**config.mk**
```make
export PLATFORM = sky130hd
export DESIGN_NAME = gyro_spi_status_message
export DESIGN_NICKNAME = d
export VERILOG_FILES = /design/src/inc/gyro_status_pkg.sv /design/src/hw/gyro_spi_status_message.sv
export SDC_FILE = /design/constraint.sdc
export NUM_CORES = 1
export LEC_CHECK = 0
export BUFFER_PORTS_ARGS = -buffer_cell sky130_fd_sc_hd__clkbuf_2
export CORE_AREA = 10 10 109 111
export CTS_CLUSTER_DIAMETER = 100
export DETAILED_ROUTE_END_ITERATION = 10
export DIE_AREA = 0 0 119 121
export GPL_TIMING_DRIVEN = 0
export PLACE_DENSITY = 0.78
export SYNTH_ARGS = -nofsm -noshare
export SYNTH_HDL_FRONTEND = slang
export SYNTH_SLANG_ARGS = --single-unit
```
**constraint.sdc**
```tcl
create_clock -name clk -period 4.37 [get_ports clk]
set_input_delay 0 -clock clk [delete_from_list [all_inputs] [get_ports clk]]
set_output_delay 0 -clock clk [all_outputs]
set_load 0.03 [all_outputs]
```
**src/inc/gyro_status_pkg.sv**
```systemverilog
// constants, carriers and checksum helper for the rate sensor status message
// assumes a single 125 MHz system clock domain in the user of this package
package gyro_status_pkg;

  // frame geometry
  localparam int MSG_BITS = 48;
  localparam int CNT_W = 6;
  localparam logic [CNT_W-1:0] MSG_BITS_CNT = 6'h30;
  localparam logic [CNT_W-1:0] CNT_SAT = 6'h3F;

  // status byte field values
  localparam logic [1:0] MSG_TYPE_RATE_TEMP = 2'h0;
  localparam logic [2:0] OP_STATE_NORMAL = 3'h1;

  // temperature word at 0 degC, scale is 2.75 counts per degC
  localparam logic [15:0] TEMP_AT_ZERO_C = 16'h0200;

  // command byte is the first byte shifted in; its bit 6 enables self test
  localparam int CMD_SELF_TEST_POS = 46;

  // reset values
  localparam logic SELF_TEST_RST = 1'b0;
  localparam logic PREV_CMD_BAD_RST = 1'b0;

  typedef struct packed {
    logic fail;
    logic [1:0] msgType;
    logic prevCmdBad;
    logic selfTest;
    logic [2:0] opState;
  } status_s;

  typedef struct packed {
    status_s status;
    logic [15:0] rate;
    logic [15:0] temp;
    logic [7:0] checksum;
  } status_msg_s;

  // low byte of the inverted sum of the five leading bytes
  function automatic logic [7:0] msg_checksum(input logic [39:0] head);
    logic [10:0] sum;
    sum = 11'h000;
    for (int i = 0; i < 5; i++) begin
      sum = sum + {3'h0, head[i*8 +: 8]};
    end
    return ~sum[7:0];
  endfunction

endpackage

```
**src/hw/gyro_spi_status_message.sv**
```systemverilog
// spi mode 0 slave that frames the 48-bit status message and takes the command message
// assumes select, serial clock and data-in come from an external master, async to clk
//
// Rules for the block and its host
// status top bit is one when internal checks have failed, else zero.
// host ignores rate and temperature bytes when the fail flag is one.
// fail flag is also forced to one while commanded self test is enabled.
// status bits six and five carry message type 00, rate and temperature.
// bit four flags a bad-checksum previous command, which is then discarded.
// after a corrupt command the last valid command's selection stays in force.
// status bit three shows whether commanded self test is enabled.
// the three low status bits read 001 for normal operation.
// rate is a signed 16-bit word in bytes two and three, msb first.
// temperature is an unsigned 16-bit word in bytes four and five, msb first.
// temperature reads 0x0200 at 0 degC, scaled 2.75 counts per degree.
// the sixth byte is a checksum over the five preceding bytes.
// host polls near 1 kHz, at most 10 kHz, not below 500 Hz; the host model polls about every 6.75 us.
// host serial clock near 1 MHz, kept between 100 kHz and 8 MHz; the host model clocks at 8 MHz, a 125 ns period.
// checksum is the low byte of the inverted sum of bytes one to five.
// each transfer moves exactly 48 bits each way while select is low.
// slave in mode 0: clock idles low, data sampled on rising edge.
// host enables commanded self test with bit six of the command byte.
// message goes out status byte first, msb of each byte first.
`timescale 1ns/1ps
`default_nettype none

module gyro_spi_status_message (
  input wire logic clk,
  input wire logic sys_rst,
  input wire logic spiSelN,
  input wire logic spiClk,
  input wire logic spiMosi,
  output logic spiMiso,
  output logic spiMisoOe,
  input wire logic signed [15:0] rateWord,
  input wire logic signed [15:0] tempDelta,
  input wire logic checksFailed,
  output logic selfTestOn,
  output logic prevCmdBad,
  output logic [1:0] msgType,
  output logic cmdTaken
);
  import gyro_status_pkg::*;

  ////////////////////////////////////////////////////////////////////////////
  // pin synchronisers: stage 1 feeds stage 2 only, stage 3 is for edges

  logic [2:0] selSyncQ;
  logic [2:0] sckSyncQ;
  logic [1:0] mosiSyncQ;

  always_ff @(posedge clk) begin
    if (sys_rst) begin
      selSyncQ <= 3'h7;
      sckSyncQ <= 3'h0;
      mosiSyncQ <= 2'h0;
    end else begin
      selSyncQ <= {selSyncQ[1:0], spiSelN};
      sckSyncQ <= {sckSyncQ[1:0], spiClk};
      mosiSyncQ <= {mosiSyncQ[0], spiMosi};
    end
  end

  // edges of a synchronised pin: stage 2 is now, stage 3 one clock earlier
  function automatic logic rise_of(input logic [2:0] s);
    return s[1] & ~s[2];
  endfunction

  function automatic logic fall_of(input logic [2:0] s);
    return ~s[1] & s[2];
  endfunction

  wire selLow = ~selSyncQ[1];
  wire selFall = fall_of(selSyncQ);
  wire selRise = rise_of(selSyncQ);
  // mode 0: capture on rising, launch on falling
  wire sckRise = selLow & rise_of(sckSyncQ);
  wire sckFall = selLow & fall_of(sckSyncQ);
  wire mosiBit = mosiSyncQ[1];

  ////////////////////////////////////////////////////////////////////////////
  // outgoing message, built from the state at the select falling edge

  logic selfTestQ;
  logic prevCmdBadQ;
  logic [1:0] msgTypeQ;
  status_s statusNow;
  status_msg_s msgNow;
  wire [15:0] tempNow = 16'(TEMP_AT_ZERO_C + 16'(tempDelta));

  assign statusNow.fail = checksFailed | selfTestQ;
  assign statusNow.msgType = msgTypeQ;
  assign statusNow.prevCmdBad = prevCmdBadQ;
  assign statusNow.selfTest = selfTestQ;
  assign statusNow.opState = OP_STATE_NORMAL;
  assign msgNow.status = statusNow;
  assign msgNow.rate = rateWord;
  assign msgNow.temp = tempNow;
  // head built from the fields, so the checksum has no path through msgNow itself
  wire [39:0] msgHead = {statusNow, rateWord, tempNow};
  assign msgNow.checksum = msg_checksum(msgHead);

  ////////////////////////////////////////////////////////////////////////////
  // shift paths; transmit leaves msb first with the status byte leading

  logic [MSG_BITS-1:0] txQ;
  logic [MSG_BITS-1:0] txD;
  logic [MSG_BITS-1:0] rxQ;
  logic [MSG_BITS-1:0] rxD;
  logic [CNT_W-1:0] bitCntQ;
  logic [CNT_W-1:0] bitCntD;
  logic misoQ;
  logic misoD;
  logic oeQ;

  assign txD = selFall ? MSG_BITS'(msgNow) : (sckFall ? {txQ[MSG_BITS-2:0], 1'b0} : txQ);
  assign misoD = selFall ? msgNow.status.fail : (sckFall ? txQ[MSG_BITS-2] : misoQ);
  assign rxD = sckRise ? {rxQ[MSG_BITS-2:0], mosiBit} : rxQ;
  // saturate so an overlong frame cannot wrap back to a legal count
  assign bitCntD = selFall ? '0
                 : (sckRise && bitCntQ != CNT_SAT) ? bitCntQ + 6'h01 : bitCntQ;

  always_ff @(posedge clk) begin
    if (sys_rst) begin
      txQ <= '0;
      rxQ <= '0;
      bitCntQ <= '0;
      misoQ <= 1'b0;
      oeQ <= 1'b0;
    end else begin
      txQ <= txD;
      rxQ <= rxD;
      bitCntQ <= bitCntD;
      misoQ <= misoD;
      oeQ <= selLow;
    end
  end

  ////////////////////////////////////////////////////////////////////////////
  // command check at end of frame; a short or long frame counts as corrupt

  wire lengthOk = bitCntQ == MSG_BITS_CNT;
  wire sumOk = msg_checksum(rxQ[47:8]) == rxQ[7:0];
  wire cmdGood = selRise & lengthOk & sumOk;
  wire cmdBad = selRise & ~(lengthOk & sumOk);

  // only one message type exists, so a good command re-selects rate and temperature
  assign msgType = msgTypeQ;

  always_ff @(posedge clk) begin
    if (sys_rst) begin
      selfTestQ <= SELF_TEST_RST;
      prevCmdBadQ <= PREV_CMD_BAD_RST;
      msgTypeQ <= MSG_TYPE_RATE_TEMP;
      cmdTaken <= 1'b0;
    end else begin
      cmdTaken <= cmdGood;
      if (cmdGood) begin
        selfTestQ <= rxQ[CMD_SELF_TEST_POS];
        msgTypeQ <= MSG_TYPE_RATE_TEMP;
        prevCmdBadQ <= 1'b0;
      end else if (cmdBad) begin
        prevCmdBadQ <= 1'b1;
      end
    end
  end

  assign spiMiso = misoQ;
  assign spiMisoOe = oeQ;
  assign selfTestOn = selfTestQ;
  assign prevCmdBad = prevCmdBadQ;

  ////////////////////////////////////////////////////////////////////////////
  // framing and shift checks

  // helper: clocks since the last select rise, saturating at 15
  logic [3:0] gapCntQ;

  always_ff @(posedge clk) begin
    if (sys_rst) begin
      gapCntQ <= 4'hF;
    end else if (selRise) begin
      gapCntQ <= 4'h0;
    end else if (gapCntQ != 4'hF) begin
      gapCntQ <= gapCntQ + 4'h1;
    end
  end
endmodule // gyro_spi_status_message

`default_nettype wire

```
# Yosys cells after proc, flatten, opt, wreduce, memory -nomap -nowiden
# Index checks and enable logic that the tools add are counted.
# word_totals
out_inout_bits,7
register_bits,114
wordCells,51
inputBits,38
# op_classes
n_bitwise,18
eq_ne,3
reduce_logical,4
mux,4
add_sub_neg,10
# op_table
op,count
$mux 47,2
$add 8x8->8,8
$add 10x16->16 const A,1
$not 8->8,2
$and 1x1->1,10
$eq 8x8->1,1
$add 6x1->6 const B,1
$eq 6x6->1 const B,1
$ne 6x6->1 const B,1
$not 1->1,5
$reduce_or 2->1,2
$mux 1,2
$reduce_bool 2->1,1
$logic_and 1x1->1,1
$or 1x1->1,1

# Logic depth before layout (Yosys ltp)
# depth
depth_word,9
ltp_mapped,14
ltp_nobuf,14

# Worst setup path before layout
# OpenSTA, ideal clock, no wires.
# synth_timing
kind,flip-flop to flip-flop
from,reg rxQ[9]
to,reg selfTestQ (netlist: selfTestOn)
path_stages_with_launch,11
t_required_ps,4255
period_less_slack_ps,3693
path_slack_ps,677
setup_time_ps,115
arrival_time_ps,3577
n_path_buf,0
cell_sequence,dfxtp_1 fa_1 fa_1 fa_1 ha_1 fa_1 xnor2_1 or4_1 nor4_4 a31oi_1 o21ba_2
# synth_via
elab_chain_cells,7
# synth_lines
item,line,text
start: declaration,gyro_spi_status_message.sv:108,logic [MSG_BITS-1:0] rxQ;
start signal: assignment,gyro_spi_status_message.sv:132,rxQ <= rxD;
$add 8x8->8 (4 in series),gyro_status_pkg.sv:45,"sum = sum + {3'h0, head[i*8 +: 8]};"
$not 8->8,gyro_status_pkg.sv:47,return ~sum[7:0];
$eq 8x8->1,gyro_spi_status_message.sv:143,wire sumOk = msg_checksum(rxQ[47:8]) == rxQ[7:0];
$and 1x1->1,gyro_spi_status_message.sv:144,wire cmdGood = selRise & lengthOk & sumOk;
end signal: assignment,gyro_spi_status_message.sv:159,selfTestQ <= rxQ[CMD_SELF_TEST_POS];
end: declaration,gyro_spi_status_message.sv:84,logic selfTestQ;
# No other way between the ends.
# A chain may end at the register's enable or synchronous reset.

# Worst setup path after layout
# layout_timing
from,reg rxQ[17]
to,reg selfTestQ (netlist: selfTestOn)
# Same word-level chain as after synthesis.

==> insert_results.sql <==
INSERT INTO impl_metrics (metric_group, metric, value, unit) VALUES
('sta', 'timing.setup.tns', '0', 'ns'),
('yosys', 'synth_top_area_cell', 'sky130_fd_sc_hd__dfxtp_1', ''),
('cts', 'cts.clk_slew.worst_paths', '0.06', 'ns'),
('final_layout', 'finish.net_count', '801', ''),
('yosys', 'ys.warnings.count', '0', ''),
('yosys', 'post_synth_main_area_contributors', 'sky130_fd_sc_hd__dfxtp_1, sky130_fd_sc_hd__fa_1, sky130_fd_sc_hd__nand2_1', ''),
('yosys', 'synth_ff_type', 'sky130_fd_sc_hd__dfxtp_1', ''),
('die', 'top_level_ports', '45', ''),
('sta', 'layout_setup_ws', '0.476', 'ns'),
('route', 'initialDrtViolationCount', '633', ''),
('worst_setup_path', 'timing.setup.critical_path_class', 'flop to flop', ''),
('die', 'die_height', '121', 'µm'),
('yosys', 'netlist_instances', '611', ''),
('route', 'wl_per_cell', '17.4', 'µm'),
('yosys', 'synth.top_cells.by_count', 'sky130_fd_sc_hd__nand2_1, sky130_fd_sc_hd__dfxtp_1, sky130_fd_sc_hd__nor2_1', ''),
('grt', 'overflow', '0', ''),
('sta', 'timing.final.setup_violations', '0', ''),
('power_and_ir_drop', 'power_frac_clock', '0.490', ''),
('yosys', 'yosysMostFrequentCell', 'sky130_fd_sc_hd__nand2_1', ''),
('cts', 'clockRootBuffer', 'sky130_fd_sc_hd__clkbuf_8', ''),
('die', 'floorplan.die_area', '14400', 'µm²'),
('grt', 'grt_max_degree', '17', ''),
('yosys', 'synth-edff-count', '0', ''),
('worst_setup_path', 'cell_chain_of_the_critical_path', 'fa_1, fa_1, fa_1, ha_1, fa_1, xnor2_1, or4_1, nor4_4, a31oi_1, o21ba_2', ''),
('route', 'vias_per_cell', '5.79', ''),
('yosys', 'post_synth.cell_area_avg', '9.26', 'µm²'),
('grt', 'globalRouteTotalUtil', '0.211', ''),
('cts', 'cts_repair_resize_count', '0', ''),
('cts', 'clock_tree.buffer_depth', '2', ''),
('die', 'initial_core_util', '0.587', ''),
('worst_setup_path', 'max_fo_critical_path', '4', ''),
('power_and_ir_drop', 'power.sequential.fraction', '0.374', ''),
('final_layout', 'num_antenna_cells', '0', ''),
('place', 'portBuffers', '41', ''),
('worst_setup_path', 'critical_path.max_stage_delay', '0.58', 'ns'),
('yosys', 'post_synth_instance_area', '5660', 'µm²'),
('worst_setup_path', 'crit_path_top_delay_cell', 'sky130_fd_sc_hd__fa_1', ''),
('final_layout', 'area_taken_by_multi_input_logic_gates', '3120', 'µm²'),
('yosys', 'ys_async_sr_fraction', '0', ''),
('sta', 'finalClockSkew', '0.0104', 'ns'),
('place', 'routabilityCongestion', '0.869', ''),
('power_and_ir_drop', 'vdd_ir_drop_max', '0.288', 'mV'),
('flow_run', 'maxCapViolations', '0', ''),
('final_layout', 'share_of_layout_cells_above_drive_strength_1', '0.119', ''),
('sta', 'hold_viol_final', '0', ''),
('cts', 'numCtsBuffers', '17', ''),
('grt', 'via_count_of_the_first_global_routing_pass', '4974', ''),
('route', 'dr_total_vias', '4918', ''),
('die', 'floorplan.rows', '36', ''),
('cts', 'htree_num_levels', '4', ''),
('sta', 'final.min_clock_period', '3.89', 'ns'),
('route', 'detail_route.drc_violations', '0', ''),
('route', 'first_pass_iters', '7', ''),
('yosys', 'ys_seq_elements', '114', ''),
('final_layout', 'layout_overhead_on_the_synthesized_area', '22.8', '%'),
('yosys', 'synth.distinct_cells', '43', ''),
('status', 'run_status', 'complete, no violations', ''),
('route', 'wl', '14800', 'µm'),
('power_and_ir_drop', 'p_int', '2.17', 'mW'),
('yosys', 'synth_top_area_share', '0.403', ''),
('sta', 'rsz0062_at_grt', 'no', ''),
('die', 'core_area', '9640', 'µm²'),
('die', 'fp.dieW', '119', 'µm'),
('sta', 'layout_worst_path_cycle_share', '0.891', ''),
('power_and_ir_drop', 'netSwitchingPower', '0.700', 'mW'),
('power_and_ir_drop', 'p_comb_frac', '0.136', ''),
('cts', 'clk_latency', '0.54', 'ns'),
('worst_setup_path', 'critPathArrivalTime', '4.33', 'ns'),
('worst_setup_path', 'cp.required', '4.80', 'ns'),
('cts', 'tritoncts_clock_tree', 'built', ''),
('yosys', 'proportion_of_synthesized_chip_area_in_sequential_cells', '0.403', '');
-- cell families (layout without fill, tap and decap cells) --
kind of cell	count (synthesis)	in the layout	share of synthesized area
AOI/OAI and AO/OA	120	120	0.149
xor gates and xnor gates	39	39	0.0628
other	1	2	0.000663
DFF	114	114	0.403
adders and majority gates	59	59	0.177
and+or+nand+nor	213	213	0.162
buffers and inverters	65	169	0.0458
-- final timing paths --
kind	from	to	slack, ns	cells after the start
hold reg to reg	selSyncQ[0]$_SDFF_PP1_	selSyncQ[1]$_SDFF_PP1_	0.43	1
setup / recovery	rxQ[17]$_SDFFE_PP0P_	selfTestOn$_SDFFE_PP0P_	0.48	10
hold / removal	tempDelta[14]	txQ[22]$_SDFFE_PP0P_	0.02	4
setup reg to reg	rxQ[17]$_SDFFE_PP0P_	selfTestOn$_SDFFE_PP0P_	0.48	10
-- what timing repair did --
item / 4_1_cts / 5_1_grt
endpoints found under the hold margin: 33 / 0
endpoints found under the setup margin: 0 / 0
hold buffers: 32 / 0
-- power by group through the flow --
stage                     Sequential (mW)  Combinational, mW  Clock [mW]
after floorplan                      1.09              0.259           0
after global placement               1.09              0.342           0
after detailed placement             1.10              0.354           0
after CTS                            1.07              0.381        1.42
after global routing                 1.08              0.435        1.47
final                                1.07              0.391        1.41
-- critical path, delay by kind of cell (launching register included) --
kind | cells | cell delay [ns]
DFF | 1 | 0.39
and+or+nand+nor | 2 | 0.77
adders and majority gates | 5 | 2.16
AOI/OAI and AO/OA | 2 | 0.34
xor gates and xnor gates | 1 | 0.13
-- state kept, by name, indices dropped and copies added (netlist names) --
register    count
rxQ            48
txQ            47
bitCntQ         6
sckSyncQ        3
selSyncQ        3
mosiSyncQ       2
cmdTaken        1
prevCmdBad      1
selfTestOn      1
spiMiso         1
spiMisoOe       1
-- per-stage QoR --
stage / area [µm²] / cells / total power, mW / hold WS, ns / utilization
after floorplan: 5660 / 612 / 1.35 / 0.104 / -
after global placement: 6030 / 786 / 1.44 / 0.188 / 0.626
after detailed placement: 6030 / 786 / 1.45 / 0.197 / 0.626
after CTS: 6950 / 849 / 2.87 / 0.00497 / 0.721
after global routing: 6950 / 849 / 2.98 / 0.0561 / 0.721
final: 6950 / 849 / 2.87 / 0.0164 / 0.721
-- placed cells by master, fill, tap and decap left out, drive strengths merged, types with 3 or more instances in the layout --
| cell | synthesis | layout |
|---|---|---|
| inv | 25 | 25 |
| xor2 | 12 | 12 |
| dfxtp | 114 | 114 |
| ha | 24 | 24 |
| a311oi | 4 | 4 |
| a22oi | 6 | 6 |
| xnor2 | 26 | 26 |
| nor2b | 9 | 9 |
| fa | 35 | 35 |
| o21ai | 6 | 6 |
| a222oi | 30 | 30 |
| nor3 | 4 | 4 |
| a221oi | 4 | 4 |
| nand3 | 5 | 5 |
| clkbuf | 32 | 93 |
| and3 | 3 | 3 |
| nor2 | 61 | 61 |
| a21oi | 59 | 59 |
| clkinv | 0 | 6 |
| nand2 | 115 | 115 |
| dlygate4sd3 | 0 | 32 |
| bufinv | 0 | 4 |
| buf | 8 | 8 |
-- routing by layer --
layer  routed length, µm  GRT usage
met5                   0          0
met4                 409     0.0855
met3                1090     0.0554
met2                7470      0.363
met1                5830      0.244
-- final cells by class --
type                    count  share of cell area
multi-input cells         433               0.449
flip-flops and latches    114               0.328
repair buffers             73              0.0756
clock buffers              20              0.0626
well taps                 133              0.0239
plain buffers              40              0.0238
clock inverters            11              0.0232
inverters                  25              0.0135
Power figures use the tool's default switching activity.
